### config.mk
export PLATFORM = sky130hd
export DESIGN_NAME = pbw_ctrl
export DESIGN_NICKNAME = d
export VERILOG_FILES = /design/src/hw/pbw_pkg.sv /design/src/hw/pbw_ctrl.sv
export SDC_FILE = /design/constraint.sdc
export NUM_CORES = 1
export LEC_CHECK = 0
export ABC_CLOCK_PERIOD_IN_PS = 2800
export BUFFER_PORTS_ARGS = -buffer_cell sky130_fd_sc_hd__clkbuf_2
export CAP_MARGIN = 0
export CORE_MARGIN = 8
export CORE_UTILIZATION = 52
export DETAILED_ROUTE_END_ITERATION = 8
export HOLD_SLACK_MARGIN = 0.12
export PLACE_DENSITY_LB_ADDON = 0.05
export SLEW_MARGIN = 20
export SYNTH_ARGS = -nofsm -noshare
export SYNTH_HDL_FRONTEND = slang
export SYNTH_SLANG_ARGS = --single-unit
### constraint.sdc
create_clock -name pclk -period 2.8 [get_ports pclk]
set_input_delay 0.56 -clock pclk [delete_from_list [all_inputs] [get_ports pclk]]
set_output_delay 0.56 -clock pclk [all_outputs]
set_load 0.1 [all_outputs]
### src/hw/pbw_pkg.sv
// Package for the power button and wake controller: offsets, fields, timing and types
package pbw_pkg;
    // Clock and timing
    localparam int unsigned CLK_HZ = 200_000_000;
    localparam int unsigned SHORT_PRESS_MS = 4000;
    localparam int unsigned LONG_PRESS_MS = 6000;
    localparam int unsigned DEBOUNCE_US = 10;
    localparam int unsigned USB_BLANK_MS = 1000;
    localparam longint unsigned SHORT_PRESS_CYC = longint'(CLK_HZ) * SHORT_PRESS_MS / 1000;
    localparam longint unsigned LONG_PRESS_CYC = longint'(CLK_HZ) * LONG_PRESS_MS / 1000 + 1;
    localparam longint unsigned DEBOUNCE_CYC = longint'(CLK_HZ) * DEBOUNCE_US / 1_000_000;
    localparam longint unsigned USB_BLANK_CYC = longint'(CLK_HZ) * USB_BLANK_MS / 1000;
    localparam int CNT_W = 32;

    // Register byte offsets
    localparam logic [11:0] CTRL_OFS = 12'h000;
    localparam logic [11:0] CMD_OFS = 12'h004;
    localparam logic [11:0] STAT_OFS = 12'h008;
    localparam logic [11:0] IRQ_STS_OFS = 12'h00C;
    localparam logic [11:0] IRQ_MSK_OFS = 12'h010;

    // Control fields
    localparam int CTRL_SLEEP_STANDBY_BIT = 0;
    localparam int CTRL_DEEP_STBY_BIT = 1;
    localparam int CTRL_LAST_ON_BIT = 2;
    localparam int CTRL_LED_DUAL_BIT = 3;
    localparam int CTRL_WAKE_EN_LSB = 4;
    localparam logic [31:0] CTRL_RST = 32'h0000_01F8;

    // Command codes, written by software to the command register
    localparam logic [2:0] CMD_NONE = 3'h0;
    localparam logic [2:0] CMD_S0 = 3'h1;
    localparam logic [2:0] CMD_S3 = 3'h2;
    localparam logic [2:0] CMD_S4 = 3'h3;
    localparam logic [2:0] CMD_S5 = 3'h4;

    // Event bit positions in interrupt status / mask
    localparam int EV_PWR = 0;
    localparam int EV_RTC = 1;
    localparam int EV_LAN = 2;
    localparam int EV_USB = 3;
    localparam int EV_PCIE = 4;
    localparam int EV_STATE = 5;
    localparam int EV_FAILSAFE = 6;
    localparam int EV_SHORT = 7;
    localparam int NEV = 8;
    localparam int NWAKE = 5;

    typedef enum logic [2:0] {
        PBW_S0,
        PBW_S3,
        PBW_S4,
        PBW_S5,
        PBW_G3
    } pbw_state_t;

    // Wake pins grouped together
    typedef struct packed {
        logic pcie;
        logic usb;
        logic lan;
        logic rtc;
        logic pwr;
    } pbw_wake_t;
endpackage

### src/hw/pbw_ctrl.sv
// Power button timing, wake gating, OS power-state commands and APB registers
//
// Our own choices: the address map and register access over APB.
`timescale 1ns/1ps
module pbw_ctrl
#(
    parameter longint unsigned SHORT_CYC = pbw_pkg::SHORT_PRESS_CYC,
    parameter longint unsigned LONG_CYC = pbw_pkg::LONG_PRESS_CYC,
    parameter longint unsigned DEB_CYC = pbw_pkg::DEBOUNCE_CYC,
    parameter longint unsigned USB_BLK_CYC = pbw_pkg::USB_BLANK_CYC
)
(
    input wire logic pclk,
    input wire logic presetn,
    input wire logic psel,
    input wire logic penable,
    input wire logic pwrite,
    input wire logic [11:0] paddr,
    input wire logic [31:0] pwdata,
    output logic [31:0] prdata,
    output logic pready,
    output logic pslverr,
    input wire logic pwr_btn_n,
    input wire pbw_pkg::pbw_wake_t wake_in,
    input wire logic mains_ok,
    output logic main_psu_on,
    output logic led_amber,
    output logic led_on,
    output logic stby_led,
    output logic display_wake,
    output logic irq
);
    localparam int W = pbw_pkg::CNT_W;
    localparam logic [W-1:0] SHORT_N = W'(SHORT_CYC);
    localparam logic [W-1:0] LONG_N = W'(LONG_CYC);
    localparam logic [W-1:0] DEB_N = W'(DEB_CYC);
    localparam logic [W-1:0] USB_N = W'(USB_BLK_CYC);

    // Two-stage synchronisers for the switch, wake and mains pins; stage one read only by stage two
    logic [6:0] sync1_ff;
    logic [6:0] sync2_ff;
    always_ff @(posedge pclk or negedge presetn)
    begin
        if (!presetn)
        begin
            sync1_ff <= 7'h01;
            sync2_ff <= 7'h01;
        end
        else
        begin
            sync1_ff <= {mains_ok, wake_in, pwr_btn_n};
            sync2_ff <= sync1_ff;
        end
    end
    wire logic btn_raw = ~sync2_ff[0];
    wire pbw_pkg::pbw_wake_t wk = sync2_ff[5:1];
    wire logic mains = sync2_ff[6];

    // Debounce: level must hold steady for the debounce time
    logic btn_ff;
    logic [W-1:0] deb_cnt_ff;
    always_ff @(posedge pclk or negedge presetn)
    begin
        if (!presetn)
        begin
            btn_ff <= 1'b0;
            deb_cnt_ff <= '0;
        end
        else if (btn_raw == btn_ff)
            deb_cnt_ff <= '0;
        else if (deb_cnt_ff >= DEB_N)
        begin
            btn_ff <= btn_raw;
            deb_cnt_ff <= '0;
        end
        else
            deb_cnt_ff <= deb_cnt_ff + W'(1);
    end

    // Hold-time counter, saturating past the long threshold
    logic [W-1:0] hold_ff;
    logic long_done_ff;
    always_ff @(posedge pclk or negedge presetn)
    begin
        if (!presetn)
            hold_ff <= '0;
        else if (!btn_ff)
            hold_ff <= '0;
        else if (hold_ff < LONG_N)
            hold_ff <= hold_ff + W'(1);
    end
    wire logic btn_release = !btn_raw && btn_ff && (deb_cnt_ff >= DEB_N);
    wire logic short_rel = btn_release && (hold_ff < SHORT_N);
    wire logic long_hit = btn_ff && (hold_ff == LONG_N - W'(1)) && !long_done_ff;

    // Registers
    logic [31:0] ctrl_ff;
    logic [pbw_pkg::NEV-1:0] sts_ff;
    logic [pbw_pkg::NEV-1:0] msk_ff;
    logic [2:0] cmd_ff;
    wire logic wr = psel && penable && pwrite;
    wire logic [pbw_pkg::NWAKE-1:0] wake_en = ctrl_ff[pbw_pkg::CTRL_WAKE_EN_LSB +: pbw_pkg::NWAKE];
    wire logic deep_stby = ctrl_ff[pbw_pkg::CTRL_DEEP_STBY_BIT];

    pbw_pkg::pbw_state_t state_ff;
    pbw_pkg::pbw_state_t nxt_state;

    // USB blanking after mains return, and lost-mains memory for LAN
    logic [W-1:0] usb_blk_ff;
    logic after_g3_ff;
    always_ff @(posedge pclk or negedge presetn)
    begin
        if (!presetn)
        begin
            usb_blk_ff <= '0;
            after_g3_ff <= 1'b0;
        end
        else if (state_ff == pbw_pkg::PBW_G3)
        begin
            usb_blk_ff <= USB_N;
            after_g3_ff <= 1'b1;
        end
        else
        begin
            if (usb_blk_ff != '0)
                usb_blk_ff <= usb_blk_ff - W'(1);
            if (nxt_state == pbw_pkg::PBW_S0)
                after_g3_ff <= 1'b0;
        end
    end

    // Wake qualification per source and present state
    logic [pbw_pkg::NWAKE-1:0] wake_ok;
    always_comb
    begin
        wake_ok = '0;
        if (state_ff inside {pbw_pkg::PBW_S3, pbw_pkg::PBW_S4, pbw_pkg::PBW_S5})
        begin
            wake_ok[pbw_pkg::EV_RTC] = wk.rtc;
            wake_ok[pbw_pkg::EV_PCIE] = wk.pcie;
            wake_ok[pbw_pkg::EV_LAN] = wk.lan
                && !(state_ff == pbw_pkg::PBW_S5 && after_g3_ff && deep_stby);
            wake_ok[pbw_pkg::EV_USB] = wk.usb && (usb_blk_ff == '0)
                && (state_ff == pbw_pkg::PBW_S3 || !deep_stby);
        end
        wake_ok = wake_ok & wake_en;
    end
    wire logic any_wake = |wake_ok;

    // Power-state machine; switch events beat OS commands
    always_comb
    begin
        nxt_state = state_ff;
        case (state_ff)
            pbw_pkg::PBW_G3:
                if (mains)
                    nxt_state = ctrl_ff[pbw_pkg::CTRL_LAST_ON_BIT] ? pbw_pkg::PBW_S0 : pbw_pkg::PBW_S5;
            pbw_pkg::PBW_S0:
                if (long_hit)
                    nxt_state = pbw_pkg::PBW_S5;
                else if (short_rel)
                    nxt_state = ctrl_ff[pbw_pkg::CTRL_SLEEP_STANDBY_BIT] ? pbw_pkg::PBW_S4 : pbw_pkg::PBW_S3;
                else if (cmd_ff == pbw_pkg::CMD_S3)
                    nxt_state = pbw_pkg::PBW_S3;
                else if (cmd_ff == pbw_pkg::CMD_S4)
                    nxt_state = pbw_pkg::PBW_S4;
                else if (cmd_ff == pbw_pkg::CMD_S5)
                    nxt_state = pbw_pkg::PBW_S5;
            pbw_pkg::PBW_S3, pbw_pkg::PBW_S4:
                if (long_hit)
                    nxt_state = pbw_pkg::PBW_S5;
                else if (short_rel || any_wake || cmd_ff == pbw_pkg::CMD_S0)
                    nxt_state = pbw_pkg::PBW_S0;
            pbw_pkg::PBW_S5:
                if (short_rel || any_wake || cmd_ff == pbw_pkg::CMD_S0)
                    nxt_state = pbw_pkg::PBW_S0;
            default:
                nxt_state = pbw_pkg::PBW_G3;
        endcase
        if (!mains)
            nxt_state = pbw_pkg::PBW_G3;
    end

    always_ff @(posedge pclk or negedge presetn)
    begin
        if (!presetn)
            state_ff <= pbw_pkg::PBW_G3;
        else
            state_ff <= nxt_state;
    end

    // Long press acts once per press
    always_ff @(posedge pclk or negedge presetn)
    begin
        if (!presetn)
            long_done_ff <= 1'b0;
        else if (!btn_ff)
            long_done_ff <= 1'b0;
        else if (long_hit)
            long_done_ff <= 1'b1;
    end

    // Outputs, all registered
    always_ff @(posedge pclk or negedge presetn)
    begin
        if (!presetn)
        begin
            main_psu_on <= 1'b0;
            led_amber <= 1'b0;
            led_on <= 1'b0;
            stby_led <= 1'b0;
            display_wake <= 1'b0;
        end
        else
        begin
            main_psu_on <= (nxt_state == pbw_pkg::PBW_S0);
            led_on <= (nxt_state == pbw_pkg::PBW_S0);
            led_amber <= (nxt_state == pbw_pkg::PBW_S3) && ctrl_ff[pbw_pkg::CTRL_LED_DUAL_BIT];
            stby_led <= (nxt_state != pbw_pkg::PBW_G3);
            // Display wakes on any resume except an RTC, LAN or PCIe wake without USB or switch
            if (nxt_state != pbw_pkg::PBW_S0)
                display_wake <= 1'b0;
            else if (state_ff == pbw_pkg::PBW_S0)
                display_wake <= display_wake || short_rel;
            else
                display_wake <= !(any_wake && !wake_ok[pbw_pkg::EV_USB] && !short_rel);
        end
    end

    // Event sources; set wins over write-one-to-clear
    logic [pbw_pkg::NEV-1:0] ev;
    always_comb
    begin
        ev = '0;
        ev[pbw_pkg::EV_PWR] = short_rel && state_ff != pbw_pkg::PBW_S0;
        ev[pbw_pkg::EV_SHORT] = short_rel;
        ev[pbw_pkg::EV_RTC +: 4] = wake_ok[pbw_pkg::EV_RTC +: 4];
        ev[pbw_pkg::EV_STATE] = nxt_state != state_ff;
        ev[pbw_pkg::EV_FAILSAFE] = long_hit;
    end

    // Control, mask, status and one-cycle command register
    always_ff @(posedge pclk or negedge presetn)
    begin
        if (!presetn)
        begin
            ctrl_ff <= pbw_pkg::CTRL_RST;
            msk_ff <= '0;
            sts_ff <= '0;
            cmd_ff <= pbw_pkg::CMD_NONE;
        end
        else
        begin
            cmd_ff <= pbw_pkg::CMD_NONE;
            if (wr && paddr == pbw_pkg::CTRL_OFS)
                ctrl_ff <= pwdata & pbw_pkg::CTRL_RST | pwdata & 32'h0000_0007;
            if (wr && paddr == pbw_pkg::IRQ_MSK_OFS)
                msk_ff <= pwdata[pbw_pkg::NEV-1:0];
            if (wr && paddr == pbw_pkg::CMD_OFS)
                cmd_ff <= pwdata[2:0];
            if (wr && paddr == pbw_pkg::IRQ_STS_OFS)
                sts_ff <= (sts_ff & ~pwdata[pbw_pkg::NEV-1:0]) | ev;
            else
                sts_ff <= sts_ff | ev;
        end
    end

    // APB read path, zero-wait; unmapped addresses answer with an error
    wire logic mapped = paddr inside {pbw_pkg::CTRL_OFS, pbw_pkg::CMD_OFS, pbw_pkg::STAT_OFS,
        pbw_pkg::IRQ_STS_OFS, pbw_pkg::IRQ_MSK_OFS};
    always_ff @(posedge pclk or negedge presetn)
    begin
        if (!presetn)
        begin
            prdata <= '0;
            pready <= 1'b0;
            pslverr <= 1'b0;
            irq <= 1'b0;
        end
        else
        begin
            pready <= psel && !penable;
            pslverr <= psel && !penable && !mapped;
            irq <= |(sts_ff & msk_ff);
            prdata <= '0;
            if (psel && !penable && !pwrite)
                case (paddr)
                    pbw_pkg::CTRL_OFS: prdata <= ctrl_ff;
                    pbw_pkg::STAT_OFS: prdata <= {22'h0, after_g3_ff, btn_ff, 5'(wk), 3'(state_ff)};
                    pbw_pkg::IRQ_STS_OFS: prdata <= {24'h0, sts_ff};
                    pbw_pkg::IRQ_MSK_OFS: prdata <= {24'h0, msk_ff};
                    default: prdata <= '0;
                endcase
        end
    end
endmodule // pbw_ctrl

==> results of run 1 <==
-- kinds of logic (layout without fill, tap and decap cells) --
family | after synthesis | in the layout | synth area share [%]
DFF | 161 | 161 | 55.08
xor gates and xnor gates | 58 | 58 | 6.926
other | 1 | 43 | 0.05113
muxes | 23 | 23 | 3.514
and+or+nand+nor | 301 | 301 | 21.02
AOI/OAI and AO/OA | 79 | 79 | 7.830
buffers and inverters | 62 | 136 | 4.384
adders and majority gates | 7 | 7 | 1.194
-- metrics by stage --
step	utilization (%)	hold WS, ps	instance area, um2	setup slack (ps)	power (uW)
2_1_floorplan	-	264.4	7492	186.6	3761
5_1_grt	62.50	151.2	8642	9.782	6745
4_1_cts	62.05	130.5	8579	52.06	6460
6_report	62.50	125.1	8642	125.2	6413
3_3_place_gp	57.74	332.0	7984	101.1	4127
3_5_place_dp	57.78	337.9	7989	74.49	4163
-- worst max-delay path, stage by stage, from the launching register on --
cell	delay (ps)
dfrtp_1	400
or4_1	590
nor3_4	250
nand3_2	130
nor4_4	350
o31a_2	220
o31ai_2	90
or3_4	350
a21o_1	180
-- layout by cell type, fill, tap and decap left out, drive strengths merged, types with 5 or more instances in the layout --
| master | netlist | layout |
|---|---|---|
| nand2 | 52 | 52 |
| clkinvlp | 0 | 5 |
| nor3 | 20 | 20 |
| conb | 1 | 43 |
| or3 | 15 | 15 |
| nand2b | 6 | 6 |
| a21oi | 16 | 16 |
| buf | 25 | 36 |
| nor2 | 106 | 106 |
| inv | 19 | 20 |
| and3 | 10 | 10 |
| or2 | 7 | 7 |
| mux2 | 22 | 22 |
| and4 | 8 | 8 |
| and2 | 11 | 11 |
| or4 | 5 | 5 |
| nor4 | 16 | 16 |
| o21ai | 14 | 14 |
| a222oi | 8 | 8 |
| ha | 7 | 7 |
| dfrtp | 152 | 152 |
| xnor2 | 37 | 37 |
| clkbuf | 18 | 69 |
| xor2 | 21 | 21 |
| dfstp | 9 | 9 |
| nand4 | 13 | 13 |
| nand3 | 21 | 21 |
-- metal layers --
| layer | track usage, % | wire [um] | vias up |
|---|---|---|---|
| met5 | 0 | 0 | - |
| met4 | 5.614 | 153 | 0 |
| met3 | 4.829 | 955 | 14 |
| met2 | 28.39 | 7223 | 134 |
| met1 | 22.80 | 6936 | 2622 |
| li1 | - | - | 2564 |
-- where the power goes --
part,internal (uW),switching (uW)
Sequential,2490,134
Clock,1360,912
Combinational,468,1050
-- path summary, 6_finish.rpt --
path                       slack, ps                        from                 endpoint  depth (start not counted)
min reg2reg                      340       sync1_ff[6]$_DFF_PN0_    sync2_ff[6]$_DFF_PN0_                          0
min in group pclk                230                   pwr_btn_n    sync1_ff[0]$_DFF_PN1_                          1
max                              130  usb_blk_ff[17]$_DFFE_PN0P_  after_g3_ff$_DFFE_PN0P_                          8
max reg2reg                      130  usb_blk_ff[17]$_DFFE_PN0P_  after_g3_ff$_DFFE_PN0P_                          8
min                              130                     presetn         pready$_DFF_PN0_                          1
max in group asynchronous       1970                     presetn    sync1_ff[0]$_DFF_PN1_                          2
-- sequential cells by signal, summed over array words and instances (netlist names), 3 cells and up --
signal,count
sync2_ff,7
prdata,10
state_ff,3
hold_ff,32
sts_ff,8
ctrl_ff,9
cmd_ff,3
deb_cnt_ff,32
usb_blk_ff,32
sync1_ff,7
msk_ff,8
-- area by class of cell --
cell class                 instances  share of cell area [%]
timing repair buffer              85                   6.153
multi-input combinational        511                   36.83
clock inverter                    12                   1.549
tap                              180                   2.606
inverter                          19                  0.8252
sequential                       161                   46.75
clock buffer                      20                   5.284
-- timing repair --
action / in CTS / in global routing
gates resized for setup: 0 / 8
setup endpoints to repair: 0 / 25
buffers inserted: 0 / 2
==> summary.md, run 1 <==
| Metric | Value |
|---|---|
| Die W | 134.8 um |
| Pwr dens | 742.0 mW/mm2 |
| Pre-Repair DR Iteration Count | 7 |
| Post-synth EDFFs | 0 |
| Htree depth | 4 |
| Initial Util | 53.04% |
| Dpl hpwl | 10860 um |
| Synthesized area per cell | 10.60 um2 |
| CTS tree | built |
| Fin. Hold Viols | 0 |
| Core area | 0.01383 mm2 |
| Post-Place Cells | 954 |
| Vias in the first global route | 5323 |
| Multi-input gate area | 0.003183 mm2 |
| Crit path launch type | flop |
| Via count | 5334 |
| Final nets | 858 |
| Worst-Skew Late Latency | 420 ps |
| Clock tree buffer depth | 2 |
| CP endpoint kind | flop |
| Die H | 134.8 um |
| Port buffer count | 50 |
| Rel. slew slack | 46.69% |
| Share of the synthesized area in the top cell type | 51.86% |
| First-pass GRT wire length | 25910 um |
| Hold buffers post-CTS | 0 |
| Site Rows | 43 |
| VDD IR max | 581.3 uV |
| Non-Filler Instances | 988 |
| Clock root cell | clkbuf_16 |
| Setup Viol. Count Final | 0 |
| CTS sink count | 161 |
| FF/Latch Area | 0.004040 mm2 |
| Ys flop type | dfrtp_1 |
| Synthesized area | 0.007335 mm2 |
| Number of distinct library cells after synthesis | 66 |
| Avg WL per Cell | 15.45 um |
| YS warnings | 0 |
| Top post-synthesis cells by area | dfrtp_1, nor2_1, xnor2_1, mux2_2, dfstp_2 |
| Placer Congestion | 0.8602 |
| Routed vias/inst | 5.399 |
| Most frequent cell after synthesis | dfrtp_1 |
| Post-synth ARST share | 100.0% |
| # IOs | 96 |
| Fin crit period | 2675 ps |
| Layout area overhead | 17.83% |
| Maximum clock rate | 373.9 MHz |
| Fin Setup TNS | 0 ps |
| Leakage dissipation | 0.003813 uW |
| Max-cap violations | 0 |
| DRT iter0 DRCs | 388 |
| Pin count of the biggest net entering global routing | 62 |
| Yosys reg bits | 161 |
| Clock-pin slew on the worst setup and hold paths | 60 ps |
| GRT overflow | 0 |
| Post-synth top cells | dfrtp_1, nor2_1, nand2_1, xnor2_1, buf_4 |
| Routed Antenna Nets | 0 |
| CP required | 3100 ps |
| Crit path max fanout | 4 |
| Sequential element share of the synthesized area | 55.08% |
| Hold Path Class | input pin to asynchronous set/reset pin |
| Slew Viols, Final | 0 |
| Final Cycle Share | 95.53% |
| RSZ-0062 raised after global routing | false |
| Num CTS Buffers | 17 |
| Post-synth top area cell | dfrtp_1 |
| Status | complete, no violations |
| Initial antenna violation count | 0 |
| Synth Instances | 692 |
| Die Area | 0.01816 mm2 |
| All-Layer GR Usage | 17.70% |
| Layout Skew | 8.898 ps |
| Fillcell total | 1173 |
| WL final | 15270 um |
| CP Class | flop to flop |
| DRC Markers | 0 |
| Critical path arrival | 2980 ps |
| Worst slew pin tran | 794.9 ps |
| Antenna fix cells | 0 |
| Share of layout cells above drive strength 1 | 21.41% |
Power figures use the tool's default switching activity.
==> inputs of run 2 (changes only) <==
==> constraint.sdc (replaced) <==
create_clock -name pclk -period 2.8 [get_ports pclk]
set_input_delay 0 -clock pclk [delete_from_list [all_inputs] [get_ports pclk]]
set_output_delay 0 -clock pclk [all_outputs]
set_load 0.1 [all_outputs]
==> run 2 against run 1 <==
  * Global-route usage up 0.41 points
  * Combinational power about the same
  * Wire length up 2.3%
  * Design area up 2.7%
  * Total power up 0.39%
  * Clock power about the same
  * Sequential power about the same
  * Register-to-register slack about the same
  * Maximum frequency down 0.14%
  * Worst setup slack worse by 3.8 ps
  * Non-clock buffer count up 27
  * Largest power group unchanged
==> summary.md, run 2 (synthesis gave the netlist of run 1 again) <==
| Metric | Value |
|---|---|
| Commonest cells after routing, fill and taps aside | dfrtp_1, nor2_1, nand2_1, clkbuf_2, conb_1 (unchanged) |
| Slew Viols, Final | 0 (unchanged) |
| DRT iter0 DRCs | 406 (was 388) |
| Worst hold margin | 183.0 ps (was 125.1 ps) |
| Pre-Repair DR Iteration Count | 5 (was 7) |
| Layout area overhead | 21.03% (was 17.83%) |
| Pwr dens | 725.2 mW/mm2 (was 742.0 mW/mm2) |
| CP endpoint kind | flop (unchanged) |
| Final nets | 885 (was 858) |
| # IOs | 96 (unchanged) |
| Setup Viol. Count Final | 0 (unchanged) |
| Final Cycle Share | 95.66% (was 95.53%) |
| Pin count of the biggest net entering global routing | 87 (was 62) |
| R2r worst-path depth | 8 (unchanged) |
| VDD IR max | 598.9 uV (was 581.3 uV) |
| Worst slew pin tran | 791.0 ps (was 794.9 ps) |
| Reg2reg start | usb_blk_ff[16]$_DFFE_PN0P_ (was usb_blk_ff[17]$_DFFE_PN0P_) |
| GRT overflow | 0 (unchanged) |
| Maximum clock rate | 373.3 MHz (was 373.9 MHz) |
| Antenna fix cells | 0 (unchanged) |
| Layout Skew | 9.723 ps (was 8.898 ps) |
| Placer Congestion | 0.8532 (was 0.8602) |
| DRC Markers | 0 (unchanged) |
| Leakage dissipation | 0.003931 uW (was 0.003813 uW) |
| Die W | 134.8 um (unchanged) |
| Worst setup path start | usb_blk_ff[16]$_DFFE_PN0P_ (was usb_blk_ff[17]$_DFFE_PN0P_) |
| Fin. Hold Viols | 0 (unchanged) |
| Rel. slew slack | 47.26% (was 46.69%) |
| Final Total Pwr | 6438 uW (was 6413 uW) |
| Non-Filler Instances | 1015 (was 988) |
| CTS tree | built (unchanged) |
| Worst-Skew Late Latency | 430 ps (was 420 ps) |
| WL final | 15610 um (was 15270 um) |
| Clock tree buffer depth | 2 (unchanged) |
| Critical path arrival | 3000 ps (was 2980 ps) |
| Biggest regs | deb_cnt_ff (32), hold_ff (32), usb_blk_ff (32) (unchanged) |
| Core area | 0.01383 mm2 (unchanged) |
| Port buffer count | 50 (unchanged) |
| Crit path max fanout | 4 (unchanged) |
| Clock-pin slew on the worst setup and hold paths | 70 ps (was 60 ps) |
| CP required | 3120 ps (was 3100 ps) |
| Initial Util | 53.04% (unchanged) |
| CTS sink count | 161 (unchanged) |
| Htree depth | 4 (unchanged) |
| All-Layer GR Usage | 18.11% (was 17.70%) |
| Dpl hpwl | 10740 um (was 10860 um) |
| Status | complete, no violations (unchanged) |
| Routed vias/inst | 5.314 (was 5.399) |
| Site Rows | 43 (unchanged) |
| Initial antenna violation count | 0 (unchanged) |
| Post-Place Cells | 950 (was 954) |
| Avg WL per Cell | 15.38 um (was 15.45 um) |
| Die Area | 0.01816 mm2 (unchanged) |
| Hold Path Class | input pin to asynchronous set/reset pin (unchanged) |
| Commonest non-fill, non-tap cell in the layout | dfrtp_1 (unchanged) |
| Die H | 134.8 um (unchanged) |
| Fin Setup TNS | 0 ps (unchanged) |
| Fin crit period | 2679 ps (was 2675 ps) |
| Max-cap violations | 0 (unchanged) |
| Clock root cell | clkbuf_16 (unchanged) |
| Routed Antenna Nets | 0 (unchanged) |
| RSZ-0062 raised after global routing | false (unchanged) |
| Crit path launch type | flop (unchanged) |
| CP Class | flop to flop (unchanged) |
| Via count | 5394 (was 5334) |
| Reg2Reg Setup Slack | 120 ps (was 130 ps) |
| Share of layout cells above drive strength 1 | 19.76% (was 21.41%) |
| Vias in the first global route | 5399 (was 5323) |
| Num CTS Buffers | 17 (unchanged) |
| First-pass GRT wire length | 26360 um (was 25910 um) |
run 2: changes by cell type in the layout (fill, tap and decap cells not counted), moves of 2 or more:
cell	delta
buf_4	-2
clkbuf_1	+2
clkinv_4	-2
clkinvlp_4	-2
dlygate4sd3_1	+29
nor4_1	+3
nor4_2	-3
run 2: critical path: stages, from the launching register on:
cell	delay (ps)
dfrtp_1	420
or4_1	570
nor3_4	240
nand3_2	140
nor4_4	340
o31a_2	220
o31ai_2	100
or3_4	360
a21o_1	180
run 2: worst paths after layout:
path | to
worst max-delay path | after_g3_ff$_DFFE_PN0P_
worst min-delay path | hold_ff[8]$_DFFE_PN0P_
worst max register to register | after_g3_ff$_DFFE_PN0P_
worst min register to register | sync2_ff[6]$_DFF_PN0_
max in group asynchronous | sync1_ff[0]$_DFF_PN1_
min in group pclk | sync1_ff[0]$_DFF_PN1_
run 2: per-layer routing:
metal,GRT usage (%),vias up,wire length (um)
met3,5.015,20,861
met5,0,-,0
li1,-,2617,-
met4,6.675,0,241
met1,23.36,2636,7085
met2,28.53,121,7425
run 2: what timing repair did:
item / CTS / global route
setup buffers: 0 / 4
resized for setup: 0 / 3
hold endpoints to repair: 123 / 0
hold buffers: 29 / 0
setup endpoints to repair: 0 / 9
run 2: stage by stage:
step / worst slack, ps / cell area [um2] / util (%)
global placement: 154.4 / 7954 / 57.52
CTS: 30.64 / 8828 / 63.85
detailed placement: 45.96 / 7954 / 57.52
global route: 2.073 / 8877 / 64.20
floorplan: 186.6 / 7492 / -
finish: 121.4 / 8877 / 64.20
run 2: where the power goes:
part           switching (uW)  internal, uW
clock network             886          1380
registers                 152          2490
logic                    1040           484
run 2: cell type report:
| class | instances | area, um2 |
|---|---|---|
| fill | 1097 | 4950 |
| sequential | 161 | 4040 |
| multi-input combinational | 511 | 3149 |
| timing repair buffer | 112 | 807.0 |
| clock buffer | 23 | 478.0 |
| tap | 180 | 225.2 |
| clock inverter | 9 | 106.4 |
| inverter | 19 | 71.32 |
==> inputs of run 3 (changes only) <==
CORE_ASPECT_RATIO = 1.4   (was unset)
PLACE_DENSITY = 0.74   (was unset)
PLACE_DENSITY_LB_ADDON = unset   (was 0.05)
==> run 3 against run 2 <==
  * Die area rose by 0.29%
  * Global-route usage rose by 0.54 points
  * Clock power rose by 10%
  * Sequential power barely moved
  * Flip-flop and latch count did not move
  * Non-clock buffer count fell by 6
  * Combinational power barely moved
  * Critical path type unchanged
  * Highest routed layer unchanged
==> summary.md, run 3 (synthesis gave the netlist of run 1 again) <==
| Metric | Value |
|---|---|
| Hold Path Class | input pin to flop (was input pin to asynchronous set/reset pin) |
| Core area | 0.01385 mm2 (was 0.01383 mm2) |
| Placer Congestion | 0.8324 (was 0.8532) |
| Status | complete, no violations (unchanged) |
| Worst path slowest cell | or4_1 (unchanged) |
| Die H | 156.5 um (was 134.8 um) |
| Clock-pin slew on the worst setup and hold paths | 70 ps (about the same) |
| DRC Markers | 0 (unchanged) |
| GRT overflow | 0 (unchanged) |
| CTS sink count | 161 (unchanged) |
| Pwr dens | 747.0 mW/mm2 (was 725.2 mW/mm2) |
| Dpl hpwl | 11040 um (was 10740 um) |
| CP endpoint kind | flop (unchanged) |
| Die Area | 0.01822 mm2 (was 0.01816 mm2) |
| Delay of the slowest critical-path stage | 590 ps (was 570 ps) |
| Fillcell total | 1069 (was 1097) |
| Layout area overhead | 21.43% (was 21.03%) |
| Maximum clock rate | 377.7 MHz (was 373.3 MHz) |
| Site Rows | 51 (was 43) |
| FF/Latch Area | 0.004040 mm2 (unchanged) |
| Final Cycle Share | 94.55% (was 95.66%) |
| CP Class | flop to flop (unchanged) |
| Avg WL per Cell | 15.84 um (was 15.38 um) |
| Slack of the critical path | 152.6 ps (was 121.4 ps) |
| Layout Skew | 7.198 ps (was 9.723 ps) |
| Final core occ | 64.32% (was 64.20%) |
| Max-cap violations | 0 (unchanged) |
| Worst setup path start | usb_blk_ff[17]$_DFFE_PN0P_ (was usb_blk_ff[16]$_DFFE_PN0P_) |
| Biggest regs | deb_cnt_ff (32), hold_ff (32), usb_blk_ff (32) (unchanged) |
| Commonest non-fill, non-tap cell in the layout | dfrtp_1 (unchanged) |
| Pre-Repair DR Iteration Count | 5 (unchanged) |
| Worst slew pin tran | 813.1 ps (was 791.0 ps) |
| Worst-Skew Late Latency | 420 ps (was 430 ps) |
| Share of layout cells above drive strength 1 | 19.78% (was 19.76%) |
| Pre-CTS setup slack | 90.60 ps (was 45.96 ps) |
| Routed Antenna Nets | 0 (unchanged) |
| Die W | 116.4 um (was 134.8 um) |
| Crit-path cells | or4_1 > nor3_4 > nand3_2 > nor4_4 > o31a_2 > o31ai_2 > or3_4 > a21o_1 (unchanged) |
| Hold_sp | paddr[2] |
| Port buffer count | 50 (unchanged) |
| First-pass GRT wire length | 27090 um (was 26360 um) |
| Worst hold margin | 159.2 ps (was 183.0 ps) |
| Clock root cell | clkbuf_16 (unchanged) |
| Reg2reg start | usb_blk_ff[17]$_DFFE_PN0P_ (was usb_blk_ff[16]$_DFFE_PN0P_) |
| Fin crit period | 2647 ps (was 2679 ps) |
| Leakage dissipation | 0.003930 uW (was 0.003931 uW) |
| Critical path arrival | 2960 ps (was 3000 ps) |
| Multi-input gate area | 0.003156 mm2 (was 0.003149 mm2) |
| Final Total Pwr | 6653 uW (was 6438 uW) |
| Slew Viols, Final | 0 (unchanged) |
| Crit path launch type | flop (unchanged) |
| Setup Viol. Count Final | 0 (unchanged) |
| Clock tree buffer depth | 2 (unchanged) |
| Rel. slew slack | 45.80% (was 47.26%) |
| Initial antenna violation count | 0 (unchanged) |
| GRT met2 Usage | 32.14% (was 28.53%) |
| CP required | 3110 ps (was 3120 ps) |
| DRT iter0 DRCs | 365 (was 406) |
| Fin Setup TNS | 0 ps (unchanged) |
| Most Crowded Layer GR | met2 (unchanged) |
| Initial Util | 52.97% (was 53.04%) |
| Htree depth | 4 (unchanged) |
| R2r worst-path depth | 8 (unchanged) |
| All-Layer GR Usage | 18.65% (was 18.11%) |
| Commonest cells after routing, fill and taps aside | dfrtp_1, nor2_1, nand2_1, clkbuf_2, conb_1 (unchanged) |
| Met1 GRT Util | 22.13% (was 23.36%) |
| Final nets | 879 (was 885) |
| Via count | 5538 (was 5394) |
| Fin. Hold Viols | 0 (unchanged) |
| CTS tree | built (unchanged) |
| WHS Path Cells | 2 |
| Pin count of the biggest net entering global routing | 89 (was 87) |
| Routed vias/inst | 5.456 (was 5.314) |
| WL final | 16080 um (was 15610 um) |
| Crit path max fanout | 4 (unchanged) |
| # IOs | 96 (unchanged) |
| GR Util met3 | 3.664% (was 5.015%) |
| Num CTS Buffers | 17 (unchanged) |
| VDD IR max | 551.7 uV (was 598.9 uV) |
| Vias in the first global route | 5688 (was 5399) |
[run 3: cell count changes in the layout (fill, tap and decap cells not counted), moves of 2 or more]
cell and change:
clkinv_2 -3, clkbuf_8 -3, clkbuf_1 -3, inv_8 +6, buf_4 -7, inv_6 +2
[run 3: area by class of cell]
class                      count  area share [%]
sequential                   161           45.36
multi-input combinational    511           35.43
timing repair buffer         106           8.584
clock buffer                  17           4.777
tap                          185           2.599
clock inverter                15           2.416
inverter                      19          0.8008
antenna                        1         0.02810
[run 3: repair_timing]
| action | 4_1_cts | 5_1_grt |
|---|---|---|
| resized for setup | 0 | 4 |
| setup endpoints to repair | 0 | 17 |
| buffers inserted | 0 | 1 |
| hold buffers | 30 | 0 |
| hold endpoints to repair | 125 | 0 |
[run 3: power breakdown]
group          total [uW]  internal (uW)  leakage [uW]  switching [uW]
Clock                2500           1460      0.000309            1040
Combinational        1530            475       0.00158            1050
Sequential           2630           2490       0.00204             138
Total                6650           4420       0.00393            2230
[run 3: final timing paths]
path	endpoint	slack, ps
max	after_g3_ff$_DFFE_PN0P_	150
min	prdata[9]$_DFF_PN0_	160
max reg2reg	after_g3_ff$_DFFE_PN0P_	150
min reg2reg	sync2_ff[6]$_DFF_PN0_	350
max in group asynchronous	usb_blk_ff[14]$_DFFE_PN0P_	1760
min in group asynchronous	deb_cnt_ff[16]$_DFF_PN0_	180
[run 3: routing by layer]
metal  share of wire, %  routed length (um)
met1                 40                6476
met2                 53                8509
met3                5.0                 809
met4                1.7                 281
met5                  0                   0
[run 3: per-stage QoR]
step                      cells  instance area [um2]
after detailed placement    951                 7930
after CTS                  1013                 8871
after floorplan             734                 7492
after global placement      951                 7930
final                      1015                 8906
after global routing       1014                 8904
[run 3: worst max-delay path, delay by kind of cell (launching register included)]
kind             cells  cell delay (ps)
flip-flops           1              400
AND/OR/NAND/NOR      5             1650
AO/OA/AOI/OAI        3              480
